### config.mk
export PLATFORM = sky130hd
export DESIGN_NAME = agcr_regs
export DESIGN_NICKNAME = d
export VERILOG_FILES = /design/src/design/agcr_pkg.sv /design/src/design/agcr_regs.sv
export SDC_FILE = /design/constraint.sdc
export NUM_CORES = 1
export LEC_CHECK = 0
export BUFFER_PORTS_ARGS = -buffer_cell sky130_fd_sc_hd__clkbuf_2
export CORE_MARGIN = 3
export CORE_UTILIZATION = 45
export CTS_CLUSTER_SIZE = 30
export DETAILED_ROUTE_END_ITERATION = 6
export PLACE_DENSITY = 0.64
export SYNTH_ARGS = -nofsm -noshare
export SYNTH_HDL_FRONTEND = slang
export SYNTH_SLANG_ARGS = --single-unit
### constraint.sdc
create_clock -name clk -period 2.1 [get_ports clk]
set_input_delay 0.105 -clock clk [delete_from_list [all_inputs] [get_ports clk]]
set_output_delay 0.105 -clock clk [all_outputs]
set_load 0.05 [all_outputs]
### src/design/agcr_pkg.sv
// Constants and types for the global configuration register bank.
// Assumes one clock domain and a master-clock enable from a divider.
package agcr_pkg;

  // ****************************************
  // Register addresses
  // ****************************************
  localparam logic [4:0] ADDR_IDENT     = 5'h00;
  localparam logic [4:0] ADDR_CFG_ONE   = 5'h01;
  localparam logic [4:0] ADDR_TEST_CFG  = 5'h02;
  localparam logic [4:0] ADDR_REF_AMP   = 5'h03;

  // ****************************************
  // Field positions
  // ****************************************
  localparam int FAMILY_BIT      = 5;
  localparam int READBACK_BIT    = 6;
  localparam int CLK_OUT_BIT     = 5;
  localparam int RATE_LSB        = 0;
  localparam int INT_TEST_BIT    = 4;
  localparam int TEST_AMP_BIT    = 2;
  localparam int TEST_RATE_LSB   = 0;
  localparam int REF_4V_BIT      = 5;
  localparam int OPAMP_REF_BIT   = 3;
  localparam int OPAMP_ON_BIT    = 2;

  // ****************************************
  // Fixed bits and reset values
  // ****************************************
  localparam logic [7:0] CFG_ONE_ONES   = 8'h90;
  localparam logic [7:0] CFG_ONE_ZEROS  = 8'h08;
  localparam logic [7:0] TEST_CFG_ONES  = 8'hE0;
  localparam logic [7:0] TEST_CFG_ZEROS = 8'h08;
  localparam logic [7:0] REF_AMP_ONES   = 8'hC0;
  localparam logic [7:0] REF_AMP_ZEROS  = 8'h13;
  localparam logic [7:0] CFG_ONE_RESET  = 8'h94;
  localparam logic [7:0] TEST_CFG_RESET = 8'h00;
  localparam logic [7:0] REF_AMP_RESET  = 8'hE0;

  // ****************************************
  // Rate and test-signal timing
  // ****************************************
  localparam int          MCLK_NOM_KHZ   = 2048;
  localparam int          FASTEST_KSPS   = 64;
  localparam int          BASE_DIV       = MCLK_NOM_KHZ / FASTEST_KSPS;
  localparam logic [2:0]  RATE_RESERVED  = 3'h7;
  localparam logic [1:0]  TEST_SLOW      = 2'h0;
  localparam logic [1:0]  TEST_FAST      = 2'h1;
  localparam logic [1:0]  TEST_UNUSED    = 2'h2;
  localparam logic [1:0]  TEST_DC        = 2'h3;
  localparam int          TEST_SLOW_LOG2 = 21;
  localparam int          TEST_FAST_LOG2 = 20;

  // ****************************************
  // Carrier for the decoded settings
  // ****************************************
  typedef struct packed {
    logic       multi_readback;
    logic       clock_out_en;
    logic [2:0] rate_select;
    logic       word_16bit;
    logic       test_internal;
    logic       test_amp_double;
    logic [1:0] test_rate_select;
    logic       ref_4v;
    logic       opamp_ref_mid;
    logic       opamp_enable;
  } agcr_cfg_s;

endpackage

### src/design/agcr_regs.sv
// Global configuration register bank: identification and three config regs.
// Assumes a command decoder on clk issuing byte register reads and writes,
// and mclk_en pulsing once per master clock period.
//
// Operation
// Identification register is constant; writes never change it.
// Bit 5 of identification reports device family; alternate value reserved.
// Must-be-one reserved config bits read back high regardless of writes.
// Must-be-zero reserved config bits read back low regardless of writes.
// Config one bit 6 picks daisy-chain (0) or multi readback (1).
// Config one bit 5 drives oscillator to clock pin when source pin high.
// Rate field sets word size and rate; 111 is reserved; reset 100.
// Rates are fractions of master clock, so they scale with it.
// Config two bit 4 selects internal (1) or external (0) test signals.
// Config two bit 2 selects single or double test amplitude.
// Test field: pulse at mclk/2^21, mclk/2^20, unused, or dc.
// Host writes zero to reserved addresses inside multi-register writes.
// New rate or test settings apply from the completed write onward.
`timescale 1ns/1ps
module agcr_regs #(
  parameter logic [7:0] ID_VALUE = 8'hC5  // Arbitrary identification value
)(
  // Clock and reset
  input  wire logic                clk,
  input  wire logic                rst_n,
  // Master clock enable
  input  wire logic                mclk_en,
  // Register access from command decoder
  input  wire logic                reg_wr,
  input  wire logic                reg_rd,
  input  wire logic [4:0]          reg_addr,
  input  wire logic [7:0]          reg_wdata,
  output logic      [7:0]          reg_rdata,
  output logic                     reg_rvalid,
  // Pins
  input  wire logic                clock_source_pin,
  output logic                     osc_to_clk_pin,
  // Settings and timing to the converter
  output agcr_pkg::agcr_cfg_s      cfg,
  output logic                     conv_tick,
  output logic                     test_level
);
  import agcr_pkg::*;

  // ****************************************
  // Storage
  // ****************************************
  logic [7:0]  cfg_one;
  logic [7:0]  test_cfg;
  logic [7:0]  ref_amp;
  logic        src_meta;
  logic        src_sync;
  logic [11:0] rate_cnt;
  logic [20:0] test_cnt;

  // ****************************************
  // Decode
  // ****************************************
  wire         wr_cfg_one  = reg_wr && (reg_addr == ADDR_CFG_ONE);
  wire         wr_test_cfg = reg_wr && (reg_addr == ADDR_TEST_CFG);
  wire         wr_ref_amp  = reg_wr && (reg_addr == ADDR_REF_AMP);
  wire  [7:0]  ident_view  = ID_VALUE & ~(8'h01 << FAMILY_BIT);
  wire  [7:0]  cfg_one_v   = (cfg_one | CFG_ONE_ONES) & ~CFG_ONE_ZEROS;
  wire  [7:0]  test_cfg_v  = (test_cfg | TEST_CFG_ONES) & ~TEST_CFG_ZEROS;
  wire  [7:0]  ref_amp_v   = (ref_amp | REF_AMP_ONES) & ~REF_AMP_ZEROS;
  wire  [7:0]  next_rdata  = (reg_addr == ADDR_IDENT)    ? ident_view :
                             (reg_addr == ADDR_CFG_ONE)  ? cfg_one_v :
                             (reg_addr == ADDR_TEST_CFG) ? test_cfg_v :
                             (reg_addr == ADDR_REF_AMP)  ? ref_amp_v : 8'h00;

  wire  [2:0]  rate_sel    = cfg_one[RATE_LSB +: 3];
  wire  [1:0]  test_sel    = test_cfg[TEST_RATE_LSB +: 2];
  // Rate period in master clocks: BASE_DIV << code
  wire  [12:0] rate_period = 13'(BASE_DIV) << rate_sel;
  wire         rate_wrap   = ({1'b0, rate_cnt} == rate_period - 13'h0001);
  wire  [4:0]  test_log2   = (test_sel == TEST_FAST) ? 5'(TEST_FAST_LOG2)
                                                     : 5'(TEST_SLOW_LOG2);
  wire  [20:0] test_half   = 21'((22'h00_0001 << test_log2) >> 1);
  wire         test_wrap   = (test_cnt == test_half - 21'h00_0001);
  wire         rate_change = wr_cfg_one && (reg_wdata[RATE_LSB +: 3] != rate_sel);
  wire         test_change = wr_test_cfg &&
                             (reg_wdata[TEST_RATE_LSB +: 2] != test_sel);

  // ****************************************
  // Register writes
  // ****************************************
  always_ff @(posedge clk or negedge rst_n)
  begin
    if (!rst_n)
    begin
      cfg_one  <= CFG_ONE_RESET;
      test_cfg <= TEST_CFG_RESET;
      ref_amp  <= REF_AMP_RESET;
    end
    else
    begin
      if (wr_cfg_one)
        cfg_one <= reg_wdata;
      if (wr_test_cfg)
        test_cfg <= reg_wdata;
      if (wr_ref_amp)
        ref_amp <= reg_wdata;
    end
  end

  // ****************************************
  // Read port
  // ****************************************
  always_ff @(posedge clk or negedge rst_n)
  begin
    if (!rst_n)
    begin
      reg_rdata  <= 8'h00;
      reg_rvalid <= 1'b0;
    end
    else
    begin
      reg_rvalid <= reg_rd;
      if (reg_rd)
        reg_rdata <= next_rdata;
    end
  end

  // ****************************************
  // Clock source pin synchroniser
  // ****************************************
  always_ff @(posedge clk or negedge rst_n)
  begin
    if (!rst_n)
    begin
      src_meta <= 1'b0;
      src_sync <= 1'b0;
    end
    else
    begin
      src_meta <= clock_source_pin;
      src_sync <= src_meta;
    end
  end

  always_ff @(posedge clk or negedge rst_n)
  begin
    if (!rst_n)
      osc_to_clk_pin <= 1'b0;
    else
      osc_to_clk_pin <= cfg_one[CLK_OUT_BIT] & src_sync;
  end

  // ****************************************
  // Conversion rate divider
  // ****************************************
  always_ff @(posedge clk or negedge rst_n)
  begin
    if (!rst_n)
    begin
      rate_cnt  <= 12'h000;
      conv_tick <= 1'b0;
    end
    else if (rate_change)
    begin
      rate_cnt  <= 12'h000;
      conv_tick <= 1'b0;
    end
    else
    begin
      conv_tick <= mclk_en && rate_wrap;
      if (mclk_en)
        rate_cnt <= rate_wrap ? 12'h000 : rate_cnt + 12'h001;
    end
  end

  // ****************************************
  // Test signal generator
  // ****************************************
  always_ff @(posedge clk or negedge rst_n)
  begin
    if (!rst_n)
    begin
      test_cnt   <= 21'h00_0000;
      test_level <= 1'b0;
    end
    else if (test_change)
    begin
      test_cnt   <= 21'h00_0000;
      test_level <= 1'b0;
    end
    else
    begin
      case (test_sel)
        TEST_SLOW, TEST_FAST:
        begin
          if (mclk_en)
          begin
            test_cnt <= test_wrap ? 21'h00_0000 : test_cnt + 21'h00_0001;
            if (test_wrap)
              test_level <= ~test_level;
          end
        end
        TEST_DC:
        begin
          test_cnt   <= 21'h00_0000;
          test_level <= 1'b1;
        end
        default:
        begin
          test_cnt   <= 21'h00_0000;
          test_level <= 1'b0;
        end
      endcase
    end
  end

  // ****************************************
  // Settings out
  // ****************************************
  assign cfg.multi_readback   = cfg_one[READBACK_BIT];
  assign cfg.clock_out_en     = cfg_one[CLK_OUT_BIT];
  assign cfg.rate_select      = rate_sel;
  assign cfg.word_16bit       = (rate_sel[2:1] == 2'b00);
  assign cfg.test_internal    = test_cfg[INT_TEST_BIT];
  assign cfg.test_amp_double  = test_cfg[TEST_AMP_BIT];
  assign cfg.test_rate_select = test_sel;
  assign cfg.ref_4v           = ref_amp[REF_4V_BIT];
  assign cfg.opamp_ref_mid    = ref_amp[OPAMP_REF_BIT];
  assign cfg.opamp_enable     = ref_amp[OPAMP_ON_BIT];

endmodule

* Word level (Yosys, flattened, before mapping)
Index checks and enable logic that the tools add are counted.
Storage, ports and cells: output and inout bits 25, input port bits 19, flip-flop bits (word level) 65
Cells by class: add/sub/neg operators 4, shift-type cells 2, multiplexer cells 17, eq/ne operators 11, bitwise logic cells 2, reductions and logical operators 12
Operators by type and width (number):
- 2-to-1 mux 21 bit | 4
- 2-to-1 mux 12 bit | 3
- 2-to-1 mux 8 bit | 4
- left shift 1 x 5 -> 22 bit, first input constant | 1
- adder 21 x 1 -> 21 bit, second input constant | 1
- equality test 21 bit | 1
- subtractor 21 x 1 -> 21 bit, second input constant | 1
- equality test 12 x 13 -> 1 bit | 1
- left shift 6 x 3 -> 13 bit, first input constant | 1
- subtractor 13 x 1 -> 13 bit, second input constant | 1
- adder 12 x 1 -> 12 bit, second input constant | 1
- equality test 5 x 2 -> 1 bit, second input constant | 2
- logical AND 1 bit | 6
- inequality test 3 bit, second input constant | 2
- equality test 5 x 1 -> 1 bit, second input constant | 1
- zero test 5 bit | 1
- 2-to-1 mux 1 bit | 5
- zero test 2 bit | 2
- inequality test 3 bit | 1
- equality test 2 x 1 -> 1 bit, second input constant | 1
- equality test 2 bit, second input constant | 1
- inequality test 2 bit | 1
- one-hot mux 1 bit (2 select lines) | 1
- AND reduction 2 bit | 1
- other kinds (4) | 4

* Logic depth before layout (Yosys ltp)
word-level depth 9, depth in mapped cells 7, depth with buffers taken out 6

* Least setup slack after synthesis
OpenSTA, ideal clock, no wires.
path type reg-to-reg, from reg test_cfg[0], to reg test_level, arrival 1783 ps, setup slack 192 ps, required time 1975 ps, cell stages (with the launch flop) 7, setup time 125 ps, path buffers 1, cell sequence dfrtp_1 > or2_4 > a21oi_4 > o21bai_4 > a41o_1 > buf_6 > mux2_4
On the way: longest elaborated chain between the ends 7, elaborated cells between the ends (all ways) 15
Ends and longest elaborated chain:
- from (decl) | line agcr_regs.sv:49 | logic [7:0] test_cfg;
- from (signal assigned) | line agcr_regs.sv:100 | test_cfg <= reg_wdata;
- equality test 2 x 1 -> 1 bit | line agcr_regs.sv:76, agcr_regs.sv:189
- 2-to-1 mux 1 bit | line agcr_regs.sv:76 | wire [4:0] test_log2 = (test_sel == TEST_FAST) ? 5'(TEST_FAST_LOG2)
- left shift 1 x 5 -> 22 bit | line agcr_regs.sv:78 | wire [20:0] test_half = 21'((22'h00_0001 << test_log2) >> 1);
- subtractor 21 x 1 -> 21 bit | line agcr_regs.sv:79 | wire test_wrap = (test_cnt == test_half - 21'h00_0001);
- equality test 21 bit | line agcr_regs.sv:79
- inequality test 3 bit (no line)
- AND reduction 2 bit (no line)
- to (signal assigned) | line agcr_regs.sv:196 | test_level <= ~test_level;
- to (decl) | line agcr_regs.sv:41 | output logic test_level
Parallel ways exist; a longest one is shown, timed or not. A chain may end at the register's enable or synchronous reset.

* Worst setup path after layout
from reg cfg_one[2], to reg rate_cnt[8]
On the way: longest elaborated chain between the ends 6, elaborated cells between the ends (all ways) 9
Ends and longest elaborated chain:
- from (decl) | line agcr_regs.sv:48 | logic [7:0] cfg_one;
- from (signal assigned) | line agcr_regs.sv:98 | cfg_one <= reg_wdata;
- left shift 6 x 3 -> 13 bit | line agcr_regs.sv:74 | wire [12:0] rate_period = 13'(BASE_DIV) << rate_sel;
- subtractor 13 x 1 -> 13 bit | line agcr_regs.sv:75 | wire rate_wrap = ({1'b0, rate_cnt} == rate_period - 13'h0001);
- equality test 12 x 13 -> 1 bit | line agcr_regs.sv:75
- 2-to-1 mux 12 bit | line agcr_regs.sv:168 | rate_cnt <= rate_wrap ? 12'h000 : rate_cnt + 12'h001;
- 2-to-1 mux 12 bit | line agcr_regs.sv:167 | if (mclk_en)
- 2-to-1 mux 12 bit | line agcr_regs.sv:159 | else if (rate_change)
- to (signal assigned) | line agcr_regs.sv:168
- to (decl) | line agcr_regs.sv:53 | logic [11:0] rate_cnt;
Parallel ways exist; a longest one is shown, timed or not. The select of a mux whose other input is x is not followed.

==> out/results.ini <==
[logic_synthesis]
synth_fp_nets = 333
yosysTopAreaCell = dfrtp_1
yosys_most_used_dff = dfrtp_1
synth_most_common_cell = dfrtp_1
async_flop_share = 1.00
synth_commonest_cells = dfrtp_1, nor2_1, nand2_1
synth_edf_count = 0
synth_seq_cells = 59
ys_types = 60
synth_warnings = 0
synth_area_sq_um = 3170
syn_avg_cell_area_sq_um = 10.1
syn_inst = 312
seq_area_frac_synth = 0.467
yosys.area.top_type_share = 0.451
synth_area_leaders = dfrtp_1, mux2_2, xor2_1

[sta]
fin_ws_ns = 0.220
setup_viol = 0
fin_crit_ns = 1.88
tns_ns = 0
fmax_mhz = 532
fin_skew_ns = 0.0103
whs_ns = 0.0164
rsz0062_at_grt = no
slew_headroom = 0.581
hold_violations = 0
tightestPinTransition_ns = 0.628
maxSlewViolCount = 0
period_share = 0.895

[critical_path]
start_kind = flip-flop
critPathArrivalTime_ns = 2.13
worst_ep_required_time_ns = 2.35
critPathCaptureType = flip-flop
crit_type = reg2reg
r2r_setup_slack_ns = 0.22
cp_max_fo = 15

[cts]
cts_max_level = 3
cts.repair.resized = 0
cts_setup_buffers = 0
cts_tree = yes
insertion_delay_ns = 0.33
cts_hold_buffers = 2
cts_buffer_depth = 2
cts_made_buffers = 9
numClockSinks = 59
path_clk_slew_ns = 0.06
clockRootBuffer = clkbuf_8

[run_status]
status = finished, final reports clean

[route]
via_count = 2484
wl_met1_um = 3050
first_pass_iters = 4
postRouteAntennaNets = 0
wl_met2_um = 3240
drtIter0Drc = 120
highest_layer = met4
wirelength_um = 6590
avgViaCountPerCell = 5.40
drc = 0
dr_wl_met3_um = 262
wl_per_cell_um = 14.3

[floorplanning]
die-area_sq_um = 8080
row_count = 29
pin_count = 44
core-area_sq_um = 6570
die_h_um = 89.9
fp.dieW_um = 89.9
start_util = 0.482

[layout]
num_antenna_cells = 0
drive_gt1_frac = 0.267
fillerInstances = 588
fin_util = 0.561
fin_nets = 383
layout.cells.non_filler = 460
area_growth_pct = 16.4
final_area_sq_um = 3680

[run]
cap_violations = 0

[power]
power_mw = 3.33
power.leakage_nw = 1.63
powerDensity_nw_per_um2 = 904
peakVddDrop_mv = 0.461

[place]
dp.cells = 442
placed_cell_area_sq_um = 3490
place_congestion = 0.796
hpwl_um = 4640
dp_slack_ns = 0.242
port_buffers = 42

[global_routing]
grt_max_degree = 37
overflow = 0
grt.total_usage = 0.177
antenna_found_initial = 0
grt_pass1_vias = 2544
grt_first_pass_wirelength_um = 11900

[worst_hold_path]
worstHoldPathType = in2reg

==> final timing paths <==
kind / startpoint / end / depth (start not counted)
max in group asynchronous: rst_n / ref_amp[5]$_DFFE_PN1P_ / 3
hold reg to reg: src_meta$_DFF_PN0_ / src_sync$_DFF_PN0_ / 0
setup reg to reg: cfg_one[2]$_DFFE_PN1P_ / rate_cnt[8]$_DFFE_PN0P_ / 4
min in group asynchronous: rst_n / reg_rdata[6]$_DFFE_PN0P_ / 2
setup / recovery: cfg_one[2]$_DFFE_PN1P_ / rate_cnt[8]$_DFFE_PN0P_ / 4
hold / removal: reg_wdata[6] / cfg_one[6]$_DFFE_PN0P_ / 2
==> power by group <==
group          leakage [nW]  internal (mW)  switching [mW]
clock network        0.0914          0.546           0.411
logic                 0.762          0.320           0.534
registers             0.777           1.29           0.227
total                  1.63           2.16            1.17
==> metal layers <==
layer / vias to the layer above / global-route usage
met1: 1230 / 0.226
met2: 39 / 0.296
met5: - / 0
met4: 0 / 0.0408
met3: 6 / 0.0534
li1: 1209 / -
==> worst max-delay path, stage by stage (launching register included) <==
cell,delay [ns]
dfstp_2,0.69
xnor2_2,0.17
a31oi_2,0.26
or4_1,0.56
o21ai_1,0.12
==> state kept, by name (all words and copies together) (netlist names) <==
register / cells
src_meta: 1
ref_amp: 3
test_level: 1
src_sync: 1
test_cnt: 21
cfg_one: 5
rate_cnt: 12
test_cfg: 4
osc_to_clk_pin: 1
reg_rvalid: 1
conv_tick: 1
reg_rdata: 8
==> final cells by class <==
type | count | area, sq um | area share
Multi-Input combinational cell | 223 | 1540 | 0.417
Sequential cell | 59 | 1480 | 0.401
Timing Repair Buffer | 54 | 318 | 0.0862
Clock buffer | 13 | 139 | 0.0377
Tap cell | 93 | 116 | 0.0316
Inverter | 15 | 56.3 | 0.0153
Clock inverter | 3 | 40.0 | 0.0109
==> cell usage in the layout, fill, tap and decap left out, drive strengths merged, types with 7 or more instances in the layout <==
| cell type | n |
|---|---|
| dfrtp | 57 |
| clkbuf | 55 |
| nor2 | 28 |
| nand3 | 23 |
| nand2 | 22 |
| inv | 15 |
| xor2 | 15 |
| mux2 | 13 |
| a21oi | 12 |
| o21ai | 12 |
| xnor2 | 10 |
| nand4 | 10 |
| buf | 10 |
| o22ai | 7 |
| and3 | 7 |
==> kinds of logic after synthesis <==
group / after synthesis / share of synthesized area
muxes: 15 / 0.0538
DFF: 59 / 0.467
and+or+nand+nor: 125 / 0.223
xor gates and xnor gates: 25 / 0.0715
adders and majority gates: 2 / 0.00790
buffers and inverters: 30 / 0.0474
AOI/OAI and AO/OA: 56 / 0.130
No activity file was read; power rests on OpenSTA's default activity.
